===== src/rtl/cps_pkg.sv =====
// Package for the converter protection sequencer: map, fields, resets, states
package cps_pkg;
	localparam int          ADC_W        = 10;
	localparam int          LVL_W        = 11;
	localparam int          DLY_W        = 16;
	localparam int          NVM_W        = 16;
	// APB register byte offsets
	localparam logic [7:0]  A_BO_LEVEL   = 8'h00;
	localparam logic [7:0]  A_BI_LEVEL   = 8'h04;
	localparam logic [7:0]  A_BO_DELAY   = 8'h08;
	localparam logic [7:0]  A_RES_DELAY  = 8'h0c;
	localparam logic [7:0]  A_OTP_LEVEL  = 8'h10;
	localparam logic [7:0]  A_STATUS     = 8'h14;
	localparam logic [7:0]  A_MEAS       = 8'h18;
	localparam logic [7:0]  A_PROT_REC   = 8'h1c;
	// Reset values
	localparam logic [LVL_W-1:0] RST_BO_LEVEL  = 11'h0a0;
	localparam logic [LVL_W-1:0] RST_BI_LEVEL  = 11'h0c0;
	localparam logic [DLY_W-1:0] RST_BO_DELAY  = 16'h0400;
	localparam logic [DLY_W-1:0] RST_RES_DELAY = 16'h0800;
	localparam logic [LVL_W-1:0] RST_OTP_LEVEL = 11'h080;
	// Parameter word fields from the parameter memory
	localparam int          P_OTP_LATCH  = 0;
	localparam int          P_FD_PROT    = 1;
	localparam int          P_FD_LATCH   = 2;
	localparam int          P_OVP_LATCH  = 3;
	localparam int          P_BO_RES     = 4;
	localparam int          P_SENSE_10M  = 5;
	localparam int          P_REC_LSB    = 8;
	// Protection record bits
	localparam int          REC_W        = 3;
	localparam int          REC_NVM      = 0;
	localparam int          REC_SCP      = 1;
	localparam int          REC_OVP      = 2;
	// Pin vector positions
	localparam int          PIN_W        = 5;
	localparam int          PIN_UV       = 0;
	localparam int          PIN_START    = 1;
	localparam int          PIN_OTP      = 2;
	localparam int          PIN_BOOST_OK = 3;
	localparam int          PIN_OVP      = 4;
	// Peak count after which the next peak is a temperature measurement (one peak in four)
	localparam logic [1:0]  PEAK_TEMP    = 2'h3;
	// Safe-restart interval
	localparam int          CLK_MHZ      = 250;
	localparam int          RESTART_US   = 10;
	localparam int          RESTART_CYC  = RESTART_US * CLK_MHZ;

	typedef enum logic [2:0] {
		ST_OFF     = 3'b000,
		ST_NVM     = 3'b001,
		ST_WAIT    = 3'b010,
		ST_RUN     = 3'b011,
		ST_RESTART = 3'b100,
		ST_LATCH   = 3'b101
	} cps_state_t;

	typedef struct packed {
		logic [LVL_W-1:0] bo_level;
		logic [LVL_W-1:0] bi_level;
		logic [DLY_W-1:0] bo_delay;
		logic [DLY_W-1:0] res_delay;
		logic [LVL_W-1:0] otp_level;
	} cps_cfg_t;

	typedef struct packed {
		cps_state_t       state;
		logic [PIN_W-1:0] sy1;
		logic [PIN_W-1:0] sy2;
		cps_cfg_t         cfg;
		logic [NVM_W-1:0] par;
		logic             nvm_req;
		logic [REC_W-1:0] rec;
		logic [15:0]      tmr;
		logic [ADC_W-1:0] run_max;
		logic             rising;
		logic [1:0]       peak_cnt;
		logic             temp_sel;
		logic [LVL_W-1:0] mains_peak;
		logic [LVL_W-1:0] temp_val;
		logic             temp_ok;
		logic [DLY_W-1:0] bo_cnt;
		logic             browned;
		logic [DLY_W-1:0] res_cnt;
		logic             res_off;
		logic             boost_en;
		logic             res_en;
		logic             soft_start;
		logic             charge;
		logic             pready;
		logic             pslverr;
		logic [31:0]      prdata;
	} cps_regs_t;
endpackage


===== src/rtl/cps_top.sv =====
// Protection sequencer for a boost and resonant two-stage supply, APB slave
//
// Local design decisions: the register addresses and register access over APB.
`timescale 1ns/1ps
`default_nettype none
module cps_top
	import cps_pkg::*;
#(
	parameter int RESTART_CYCLES = RESTART_CYC
)(
	// Clock and reset
	input  wire logic             clock_i,
	input  wire logic             rst_i,
	// APB slave
	input  wire logic             psel_i,
	input  wire logic             penable_i,
	input  wire logic             pwrite_i,
	input  wire logic [7:0]       paddr_i,
	input  wire logic [31:0]      pwdata_i,
	output logic                  pready_o,
	output logic                  pslverr_o,
	output logic [31:0]           prdata_o,
	// Comparator pins, asynchronous
	input  wire logic             supply_uv_i,
	input  wire logic             supply_start_i,
	input  wire logic             otp_int_i,
	input  wire logic             boost_sense_ok_i,
	input  wire logic             supply_ovp_i,
	// Mains sense converter, same clock
	input  wire logic             adc_valid_i,
	input  wire logic [ADC_W-1:0] adc_data_i,
	output logic                  temp_sel_o,
	// Parameter memory
	output logic                  nvm_req_o,
	input  wire logic             nvm_done_i,
	input  wire logic             nvm_fail_i,
	input  wire logic [NVM_W-1:0] nvm_data_i,
	// Power stage
	output logic                  boost_en_o,
	output logic                  resonant_en_o,
	output logic                  soft_start_o,
	output logic                  drain_charge_o
);

	cps_regs_t        r_ff;
	cps_regs_t        nxt_r;
	logic [LVL_W-1:0] scaled;
	logic             uv;
	logic             start_ok;
	logic             otp_int;
	logic             boost_ok;
	logic             ovp;
	logic             prot;
	logic             prot_latch;
	logic [REC_W-1:0] rec_set;
	logic             wr_fire;
	logic             rd_phase;
	logic [31:0]      rd_mux;

	always_comb
	begin
		nxt_r      = r_ff;
		uv         = r_ff.sy2[PIN_UV];
		start_ok   = r_ff.sy2[PIN_START];
		otp_int    = r_ff.sy2[PIN_OTP];
		boost_ok   = r_ff.sy2[PIN_BOOST_OK];
		ovp        = r_ff.sy2[PIN_OVP];
		prot       = 1'b0;
		prot_latch = 1'b0;
		rec_set    = '0;
		scaled     = '0;
		rd_mux     = '0;
		wr_fire    = 1'b0;
		rd_phase   = 1'b0;

		// Pins pass two flops before use
		nxt_r.sy1 = {supply_ovp_i, boost_sense_ok_i, otp_int_i, supply_start_i, supply_uv_i};
		nxt_r.sy2 = r_ff.sy1;

		// Mains scaling: 20 megaohm gives half the current of 10 megaohm
		if (r_ff.par[P_SENSE_10M])
			scaled = {1'b0, r_ff.run_max};
		else
			scaled = {r_ff.run_max, 1'b0};

		// Peak detect on the falling edge of the waveform
		if (adc_valid_i)
		begin
			if (adc_data_i > r_ff.run_max)
			begin
				nxt_r.run_max = adc_data_i;
				nxt_r.rising  = 1'b1;
			end
			else if (r_ff.rising && adc_data_i < r_ff.run_max)
			begin
				nxt_r.rising   = 1'b0;
				nxt_r.run_max  = adc_data_i;
				nxt_r.peak_cnt = r_ff.peak_cnt + 2'h1;
				nxt_r.temp_sel = (r_ff.peak_cnt + 2'h1) == PEAK_TEMP;
				if (r_ff.temp_sel)
				begin
					nxt_r.temp_val = {1'b0, r_ff.run_max};
					nxt_r.temp_ok  = {1'b0, r_ff.run_max} >= r_ff.cfg.otp_level;
				end
				else
					nxt_r.mains_peak = scaled;
			end
			// Re-arm from the trough so a falling slope yields no extra peak
			else if (!r_ff.rising)
				nxt_r.run_max = adc_data_i;
		end

		// Brownout with delay, brownin with soft start
		nxt_r.soft_start = 1'b0;
		if (!r_ff.browned)
		begin
			if (r_ff.mains_peak < r_ff.cfg.bo_level)
			begin
				if (r_ff.bo_cnt >= r_ff.cfg.bo_delay)
					nxt_r.browned = 1'b1;
				else
					nxt_r.bo_cnt = r_ff.bo_cnt + 16'h0001;
			end
			else
				nxt_r.bo_cnt = '0;
		end
		else if (r_ff.mains_peak > r_ff.cfg.bi_level)
		begin
			nxt_r.browned    = 1'b0;
			nxt_r.bo_cnt     = '0;
			nxt_r.res_off    = 1'b0;
			nxt_r.res_cnt    = '0;
			nxt_r.soft_start = r_ff.state == ST_RUN;
		end
		else if (r_ff.par[P_BO_RES] && !r_ff.res_off)
		begin
			// Resonant stage rides on the bulk capacitor until its delay ends
			if (r_ff.res_cnt >= r_ff.cfg.res_delay)
				nxt_r.res_off = 1'b1;
			else
				nxt_r.res_cnt = r_ff.res_cnt + 16'h0001;
		end

		// Sequencer
		nxt_r.nvm_req = 1'b0;
		case (r_ff.state)
			ST_OFF:
			begin
				nxt_r.charge = 1'b1;
				if (start_ok && !uv)
				begin
					nxt_r.state   = ST_NVM;
					nxt_r.nvm_req = 1'b1;
				end
			end
			ST_NVM:
			begin
				nxt_r.charge  = !start_ok;
				// One request per attempt; a re-issued request restarts the read
				if (nvm_done_i)
				begin
					if (nvm_fail_i)
					begin
						rec_set[REC_NVM] = 1'b1;
						nxt_r.nvm_req    = 1'b1;
					end
					else
					begin
						nxt_r.par   = nvm_data_i;
						nxt_r.state = ST_WAIT;
					end
				end
			end
			ST_WAIT:
			begin
				nxt_r.charge = 1'b0;
				// No start while a fault that would trip at once is still present
				if (boost_ok && !otp_int && !ovp && r_ff.temp_ok)
				begin
					nxt_r.state      = ST_RUN;
					nxt_r.soft_start = 1'b1;
				end
			end
			ST_RUN:
			begin
				nxt_r.charge = 1'b0;
				// Capacitive-mode handling lives in the stage; no shutdown path here
				if (otp_int || !r_ff.temp_ok)
				begin
					prot       = 1'b1;
					prot_latch = r_ff.par[P_OTP_LATCH];
				end
				else if (ovp)
				begin
					prot             = 1'b1;
					prot_latch       = r_ff.par[P_OVP_LATCH];
					rec_set[REC_OVP] = 1'b1;
				end
				else if (!boost_ok)
				begin
					rec_set[REC_SCP] = 1'b1;
					if (r_ff.par[P_FD_PROT])
					begin
						prot       = 1'b1;
						prot_latch = r_ff.par[P_FD_LATCH];
					end
					else
						nxt_r.state = ST_WAIT;
				end
				if (prot)
				begin
					nxt_r.tmr   = '0;
					nxt_r.state = prot_latch ? ST_LATCH : ST_RESTART;
				end
			end
			ST_RESTART:
			begin
				nxt_r.charge = !start_ok;
				if (r_ff.tmr >= 16'(RESTART_CYCLES - 1))
					nxt_r.state = ST_OFF;
				else
					nxt_r.tmr = r_ff.tmr + 16'h0001;
			end
			ST_LATCH:
			begin
				nxt_r.charge = !start_ok;
			end
			default:
			begin
				nxt_r.state = ST_OFF;
			end
		endcase

		// Undervoltage overrides everything; also the only exit from a latch
		if (uv)
		begin
			nxt_r.state  = ST_OFF;
			nxt_r.charge = 1'b1;
		end

		nxt_r.temp_ok  = nxt_r.temp_ok;
		nxt_r.boost_en = (nxt_r.state == ST_RUN) && !nxt_r.browned;
		nxt_r.res_en   = (nxt_r.state == ST_RUN) && !nxt_r.res_off;

		// APB: one wait state, then completion
		rd_phase = psel_i && penable_i && !r_ff.pready;
		wr_fire  = psel_i && penable_i && r_ff.pready && pwrite_i;
		case (paddr_i)
			A_BO_LEVEL:  rd_mux = 32'(r_ff.cfg.bo_level);
			A_BI_LEVEL:  rd_mux = 32'(r_ff.cfg.bi_level);
			A_BO_DELAY:  rd_mux = 32'(r_ff.cfg.bo_delay);
			A_RES_DELAY: rd_mux = 32'(r_ff.cfg.res_delay);
			A_OTP_LEVEL: rd_mux = 32'(r_ff.cfg.otp_level);
			A_STATUS:    rd_mux = {19'h0, r_ff.par[5:0], r_ff.res_off, r_ff.browned,
			                       r_ff.res_en, r_ff.boost_en, r_ff.state};
			A_MEAS:      rd_mux = {5'h0, r_ff.temp_val, 5'h0, r_ff.mains_peak};
			A_PROT_REC:  rd_mux = 32'(r_ff.rec);
			default:     rd_mux = '0;
		endcase
		nxt_r.pready = rd_phase;
		if (rd_phase)
		begin
			nxt_r.prdata  = pwrite_i ? 32'h0000_0000 : rd_mux;
			nxt_r.pslverr = paddr_i[1:0] != 2'h0 || paddr_i > A_PROT_REC;
		end
		else
			nxt_r.pslverr = 1'b0;

		if (wr_fire)
		begin
			case (paddr_i)
				A_BO_LEVEL:  nxt_r.cfg.bo_level  = pwdata_i[LVL_W-1:0];
				A_BI_LEVEL:  nxt_r.cfg.bi_level  = pwdata_i[LVL_W-1:0];
				A_BO_DELAY:  nxt_r.cfg.bo_delay  = pwdata_i[DLY_W-1:0];
				A_RES_DELAY: nxt_r.cfg.res_delay = pwdata_i[DLY_W-1:0];
				A_OTP_LEVEL: nxt_r.cfg.otp_level = pwdata_i[LVL_W-1:0];
				default:     nxt_r.cfg           = r_ff.cfg;
			endcase
		end

		// Write-one clears; a new event in the same cycle wins
		if (wr_fire && paddr_i == A_PROT_REC)
			nxt_r.rec = (r_ff.rec & ~pwdata_i[REC_W-1:0]) | (rec_set & r_ff.par[P_REC_LSB +: REC_W]);
		else
			nxt_r.rec = r_ff.rec | (rec_set & r_ff.par[P_REC_LSB +: REC_W]);
		// Memory fail is recorded before any parameter exists
		if (rec_set[REC_NVM])
			nxt_r.rec[REC_NVM] = 1'b1;
	end

	always_ff @(posedge clock_i)
	begin
		if (rst_i)
		begin
			r_ff               <= '0;
			r_ff.state         <= ST_OFF;
			r_ff.cfg.bo_level  <= RST_BO_LEVEL;
			r_ff.cfg.bi_level  <= RST_BI_LEVEL;
			r_ff.cfg.bo_delay  <= RST_BO_DELAY;
			r_ff.cfg.res_delay <= RST_RES_DELAY;
			r_ff.cfg.otp_level <= RST_OTP_LEVEL;
			r_ff.temp_ok       <= 1'b1;
			r_ff.browned       <= 1'b1;
			r_ff.charge        <= 1'b1;
		end
		else
			r_ff <= nxt_r;
	end

	assign pready_o       = r_ff.pready;
	assign pslverr_o      = r_ff.pslverr;
	assign prdata_o       = r_ff.prdata;
	assign temp_sel_o     = r_ff.temp_sel;
	assign nvm_req_o      = r_ff.nvm_req;
	assign boost_en_o     = r_ff.boost_en;
	assign resonant_en_o  = r_ff.res_en;
	assign soft_start_o   = r_ff.soft_start;
	assign drain_charge_o = r_ff.charge;

endmodule // cps_top
`default_nettype wire


===== config.mk =====
export PLATFORM = sky130hd
export DESIGN_NAME = cps_top
export DESIGN_NICKNAME = d
export VERILOG_FILES = /design/src/rtl/cps_pkg.sv /design/src/rtl/cps_top.sv
export SDC_FILE = /design/constraint.sdc
export NUM_CORES = 1
export LEC_CHECK = 0
export BUFFER_PORTS_ARGS = -buffer_cell sky130_fd_sc_hd__buf_2
export CAP_MARGIN = 20
export CORE_AREA = 2 2 132 134
export CTS_CLUSTER_DIAMETER = 150
export DETAILED_ROUTE_END_ITERATION = 8
export DIE_AREA = 0 0 134 136
export PLACE_DENSITY = 0.91
export SETUP_SLACK_MARGIN = 0.2
export SYNTH_ARGS = -nofsm -noshare
export SYNTH_HDL_FRONTEND = slang
export SYNTH_SLANG_ARGS = --single-unit

===== constraint.sdc =====
create_clock -name clock_i -period 4 [get_ports clock_i]
set_input_delay 0.8 -clock clock_i [delete_from_list [all_inputs] [get_ports clock_i]]
set_output_delay 0.8 -clock clock_i [all_outputs]
set_load 0.02 [all_outputs]

==> flow_summary.toml, run 1 <==
[setup_path]
endpoint_kind = "flop"
slowest_delay_ps = 680
worstPathArrival_ps = 3550
required_ps = 4390
worstRegToRegCells = 9
cp-start-kind = "flop"
path_max_fanout = 16
rr_endpoint = "r_ff[70]$_SDFFE_PP0P_"
crit_cells = 9
endpoint = "r_ff[70]$_SDFFE_PP0P_"
cp_top_family = "compound AO/OA/AOI/OAI gates"
critical_path_buf_inv_count = 1
rr_startpoint = "r_ff[92]$_SDFFE_PP0P_"
path_class = "reg -> reg"
crit_chain = "ha_1, nand4_1, o211ai_1, a31oi_1, a222oi_1, buf_4, o211ai_4, or3_1, o41ai_1"
worstSetupStartpoint = "r_ff[92]$_SDFFE_PP0P_"
critPathSlowestCell = "or3_1"
r2r_slack_ps = 830

[synth]
synthDistinctLibCells = 66
muxShareOfSynthArea = 0.0283
synth_compound_area_frac = 0.198
synth_ff_type = "dfxtp_1"
synth-simple-area-share = 0.199
synth-seq-area-share = 0.393
synth-async-reset-ratio = 0
syn_area_mm2 = 0.0106
syn_area_per_cell_um2 = 8.34
synth_adder_area_share = 0.0909
synthXorXnorAreaFrac = 0.0107
ys_seq_elements = 208
synth_top_family_by_area = "simple AND/OR/NAND/NOR gates"
synthCells = 1271
synth_warnings = 0
synth-edff-count = 0

[routing]
ant_nets = 0
drtIter0Drc = 942
vias = 9768
wl_um = 28900
first_pass_iters = 9
drc = 0
detail_route.wl_per_cell_um = 18.6
viasPerCell = 6.29

[global_route]
track_usage = 0.310
grt_max_degree = 69
grt-ovfl-total = 0
antenna_found_initial = 0
grt_pass1_wl_um = 45500
grt_pass1_vias = 9264

[final_layout]
layout.cells.non_filler = 1552
n_antenna_cell = 0
regMostFlops = "r_ff"
largest_register_ffs = 166
final_cell_mix = "208 x dfxtp_1, 175 x nand2_1, 106 x a21oi_1"
mostFrequentLayoutCell = "dfxtp_1"
drive_gt1_frac = 0.122
utilization = 0.697
area_growth_syn_to_layout_pct = 10.9
layout.nets = 1468

[timing]
fmax_mhz = 316
hold_viol_final = 0
skew_ps = 18.9
period_needed_ps = 3170
slew_headroom = 0.406
period_share = 0.792
max_slew.worst_pin.slew_ps = 887
finalSetupViolCount = 0
rsz0062_at_grt = "no"
setup_ws_ps = 832
drv_slew = 0
tns_ps = 0

[clocking]
h-tree-depth = 1
cts_buffer_depth = 3
ctsHoldBuffers = 0
cts_root_buffer = "clkbuf_16"
postCtsSetupRepairBufs = 0
cts.sinks = 208
cts_resized = 0
insertion_delay_ps = 510
cts_tree = "done"
clkTransAtPathRegs_ps = 60
cts_made_buffers = 22

[floorplan]
dieHeight_um = 136
io_pins = 119
row_count = 48
die_x_um = 134
start_util = 0.628
core_area_mm2 = 0.0169
dieArea_mm2 = 0.0182

[power]
power_density_mw_per_mm2 = 390
p_leak_nw = 4.60
vdd_drop_max_uv = 439

[placed_design]
pre_cts_slack_ps = 884
dp_hpwl_um = 20300
dp.cells = 1513
routabilityCongestion = 0.933
io_buffers = 88

[min_path]
hold_path_class = "reg -> reg"

[job]
drv_cap = 0

[status]
status = "finished clean"
[cell usage after synthesis (3+ instances only)]
cell type  number  area (µm²)
nor3_1         20         100
a211oi_1       14         105
or3_1           4        25.0
xor2_1          9        78.8
or2_2           5        31.3
buf_2           7        35.0
a22oi_1        40         300
or4_1           4        30.0
inv_1          95         357
and2_1         14        87.6
buf_1           4        15.0
buf_4          33         248
dfxtp_1       208        4160
o211ai_1       14         105
a22o_1         18         158
a222oi_1        7        70.1
o21ai_0        24         120
nor2_1        101         379
and4_1          6        52.6
nand2_1       175         657
nor4_1          3        18.8
a21o_1         11        82.6
mux2i_1        30         300
nor2b_1        23         144
nand4_1        23         144
clkbuf_1       48         180
o21a_1          6        45.0
o21ai_1         5        25.0
a221o_1         4        40.0
nand4b_1        3        26.3
a21oi_1       106         531
nand3_1        39         195
a31oi_1         5        31.3
and3_1         11        68.8
nor4b_1         3        26.3
xnor2_1         4        35.0
o31ai_2         8         100
o31ai_1         5        37.5
nand2b_1        6        37.5
o2111ai_1      13         114
a221oi_1        4        35.0
ha_1           77         963
[metrics by stage]
step	cell area, µm²	total power [W]	hold slack, ps
finish	11800	0.00458	440
CTS	11800	0.00458	443
floorplan	10600	0.00236	414
global placement	11000	0.00246	427
global route	11800	0.00470	461
detailed placement	11000	0.00247	429
[cell type report]
type	count	area, µm²
fill	1229	5120
tap	225	282
inverter	96	360
timing repair buffer	105	571
sequential	208	4160
clock buffer	30	631
clock inverter	9	134
multi-input combinational	879	5620
[cell families after synthesis]
family,Yosys count
multiplexers,30
flip-flops,208
XOR/XNOR,13
other,1
adder cells (fa/ha/maj),77
buffers and inverters,189
AO/OA/AOI/OAI,304
AND/OR/NAND/NOR,449
[how the worst min path moves through the flow]
| stage | from | cells after the start | to |
|---|---|---|---|
| after floorplan | nxt_r[213]$_SDFF_PP0_ | 1 | boost_ok$_SDFF_PP0_ |
| after global placement | nxt_r[212]$_SDFF_PP0_ | 1 | otp_int$_SDFF_PP0_ |
| after detailed placement | nxt_r[210]$_SDFF_PP0_ | 1 | r_ff[210]$_SDFF_PP0_ |
| after CTS | nxt_r[210]$_SDFF_PP0_ | 1 | r_ff[210]$_SDFF_PP0_ |
| after global routing | nxt_r[211]$_SDFF_PP0_ | 1 | r_ff[211]$_SDFF_PP0_ |
| final | nxt_r[210]$_SDFF_PP0_ | 1 | r_ff[210]$_SDFF_PP0_ |
[worst reg2reg max path, delay by kind of cell, from the launching register on]
kind	cells	cell delay (ps)
adder cells (fa/ha/maj)	1	360
AO/OA/AOI/OAI	5	1250
buffers and inverters	1	250
AND/OR/NAND/NOR	2	810
flip-flops	1	380
[report_power, final]
group	leakage, nW	switching (W)	total [W]	internal (W)
sequential	1.68	0.0000332	0.00213	0.00209
combinational	2.54	0.000210	0.000317	0.000106
clock	0.376	0.000836	0.00213	0.00130
total	4.60	0.00108	0.00458	0.00350
[per-layer routing]
| metal | GRT usage | routed length [µm] | up-vias |
|---|---|---|---|
| met3 | 0.0470 | 2680 | 132 |
| met1 | 0.376 | 10900 | 4530 |
| met2 | 0.523 | 13500 | 556 |
| li1 | - | - | 4550 |
| met4 | 0.183 | 1830 | 0 |
| met5 | 0 | 0 | - |
(Power assumes the default switching activity.)
==> inputs of run 2 (changes only) <==
--- a/config.mk
+++ b/config.mk
@@ -7,11 +7,11 @@
 export LEC_CHECK = 0
 export BUFFER_PORTS_ARGS = -buffer_cell sky130_fd_sc_hd__buf_2
 export CAP_MARGIN = 20
-export CORE_AREA = 2 2 132 134
+export CORE_AREA = 2 2 138 140
 export CTS_CLUSTER_DIAMETER = 150
 export DETAILED_ROUTE_END_ITERATION = 8
-export DIE_AREA = 0 0 134 136
-export PLACE_DENSITY = 0.91
+export DIE_AREA = 0 0 140 142
+export PLACE_DENSITY = 0.85
 export SETUP_SLACK_MARGIN = 0.2
 export SYNTH_ARGS = -nofsm -noshare
 export SYNTH_HDL_FRONTEND = slang
==> constraint.sdc (replaced) <==
create_clock -name clock_i -period 2.95 [get_ports clock_i]
set_input_delay 0.59 -clock clock_i [delete_from_list [all_inputs] [get_ports clock_i]]
set_output_delay 0.59 -clock clock_i [all_outputs]
set_load 0.02 [all_outputs]
==> run 2 against run 1 <==
Compared with the run above: the flow now finishes with violations (design-rule violations); global-route usage fell by 2.5 points; largest power group unchanged; sequential share of layout area down 0.47 points; combinational power is 43% higher; die area is 9.1% higher; routed wire length rose by 0.24%; critical endpoint is now r_ff[44]$_SDFFE_PP0P_; clock skew fell by 7.7 ps; utilization down 5.1 points; via count down 0.15%; clock power is 30% higher; register-to-register slack worse by 510 ps.
==> flow_summary.toml, run 2 (synthesis gave the netlist of run 1 again) <==
[setup_path]
path_max_fanout = 15
rr_startpoint = "r_ff[92]$_SDFFE_PP0P_"
worstPathArrival_ps = 3080
cp-start-kind = "flop"
r2r_slack_ps = 330
required_ps = 3400
path_class = "reg -> reg"
worstRegToRegCells = 11
rr_endpoint = "r_ff[44]$_SDFFE_PP0P_"
endpoint_kind = "flop"

[routing]
viasPerCell = 6.18
first_pass_iters = 9
vias = 9753
drc = 1
ant_nets = 0
detail_route.wl_per_cell_um = 18.3
drtIter0Drc = 1074
wl_um = 28900

[placed_design]
dp.cells = 1537
routabilityCongestion = 0.953
io_buffers = 88
dp_hpwl_um = 20600

[min_path]
hold_depth = 2
holdCritStartpoint = "otp_int_i"
min_to = "nxt_r[212]$_SDFF_PP0_"
hold_path_class = "in -> reg"

[floorplan]
dieHeight_um = 142
die_x_um = 140
core_area_mm2 = 0.0185
start_util = 0.574
dieArea_mm2 = 0.0199
row_count = 50
io_pins = 119

[final_layout]
largest_register_ffs = 166
n_antenna_cell = 0
final_cell_mix = "207 x dfxtp_1, 175 x nand2_1, 105 x a21oi_1"
area_growth_syn_to_layout_pct = 12.4
layout.cells.non_filler = 1577
mostFrequentLayoutCell = "dfxtp_1"
layout.nets = 1484
regMostFlops = "r_ff"
drive_gt1_frac = 0.141

[timing]
finalSetupViolCount = 0
max_slew.worst_pin.slew_ps = 809
slew_headroom = 0.460
tns_ps = 0
period_needed_ps = 2620
period_share = 0.889
drv_slew = 0
skew_ps = 11.2
rsz0062_at_grt = "no"
hold_viol_final = 0
fmax_mhz = 381

[global_route]
grt_pass1_wl_um = 46300
grt_max_degree = 54
antenna_found_initial = 0
globalRoute.busiestLayer = "met2"
grt-ovfl-total = 0
use_met3 = 0.0404
use_met2 = 0.487
grtUsageMet1 = 0.360
track_usage = 0.285
grt_pass1_vias = 9193

[status]
status = "complete, but fails checks"
violations = "design-rule violations"

[power]
p_leak_nw = 4.67
vdd_drop_max_uv = 493
power_density_mw_per_mm2 = 512

[clocking]
h-tree-depth = 1
cts.sinks = 208
insertion_delay_ps = 510
clkTransAtPathRegs_ps = 70
cts_buffer_depth = 3
cts_made_buffers = 21
cts_tree = "done"
cts_root_buffer = "clkbuf_16"

[job]
drv_cap = 0
run 2: worst max path at each step:
stage,cells after the start,startpoint,end,slack [ps]
final,11,r_ff[92]$_SDFFE_PP0P_,r_ff[44]$_SDFFE_PP0P_,330
after global placement,10,adc_data_i[7],r_ff[87]$_SDFFE_PP0P_,310
after detailed placement,11,r_ff[196]$_SDFFE_PP0P_,r_ff[68]$_SDFFE_PP0P_,230
after CTS,9,r_ff[208]$_SDFFE_PP0P_,r_ff[60]$_SDFFE_PP0P_,200
after global routing,10,r_ff[167]$_SDFFE_PP1P_,r_ff[44]$_SDFFE_PP0P_,200
after floorplan,9,adc_data_i[7],r_ff[84]$_SDFFE_PP0P_,270
run 2: layer usage:
layer,routed length [µm],vias to the layer above
met5,0,-
met4,1330,0
met3,2340,103
met2,13700,474
met1,11500,4596
li1,-,4580
run 2: what timing repair did:
item                                    4_1_cts  5_1_grt
buffers inserted                              0        2
endpoints found under the setup margin        0       41
hold buffers                                  0        0
resized for setup                             0       15
run 2: per-stage QoR:
| stage | util | hold slack [ps] | setup WS, ps | power, W | cell area, µm² |
|---|---|---|---|---|---|
| 3_5_place_dp | 0.602 | 425 | 234 | 0.00337 | 11100 |
| 2_1_floorplan | - | 414 | 271 | 0.00320 | 10600 |
| 6_report | 0.646 | 290 | 327 | 0.00610 | 11900 |
| 5_1_grt | 0.646 | 278 | 202 | 0.00627 | 11900 |
| 4_1_cts | 0.641 | 278 | 202 | 0.00610 | 11800 |
| 3_3_place_gp | 0.602 | 425 | 308 | 0.00335 | 11100 |
run 2: report_power, final:
| group | switching, W | total [W] | internal (W) |
|---|---|---|---|
| clock | 0.00113 | 0.00276 | 0.00164 |
| sequential | 0.0000467 | 0.00289 | 0.00284 |
| combinational | 0.000291 | 0.000452 | 0.000161 |
run 2: final cells by class:
type | instances | area, µm²
Fill cell | 1473 | 6540
Sequential cell | 208 | 4170
Inverter | 96 | 360
Clock inverter | 9 | 104
Clock buffer | 29 | 616
Multi-Input combinational cell | 879 | 5680
Timing Repair Buffer | 122 | 698
Tap cell | 234 | 293
run 2: worst max-delay path, stage by stage, from the launching register on:
cell      delay, ps
dfxtp_1         470
ha_4            260
a211oi_2        210
o211ai_1        130
a31oi_1         160
a222oi_1        110
buf_4           190
buf_4           140
nor4b_2         340
buf_4           260
a21boi_0        190
a21o_1          100
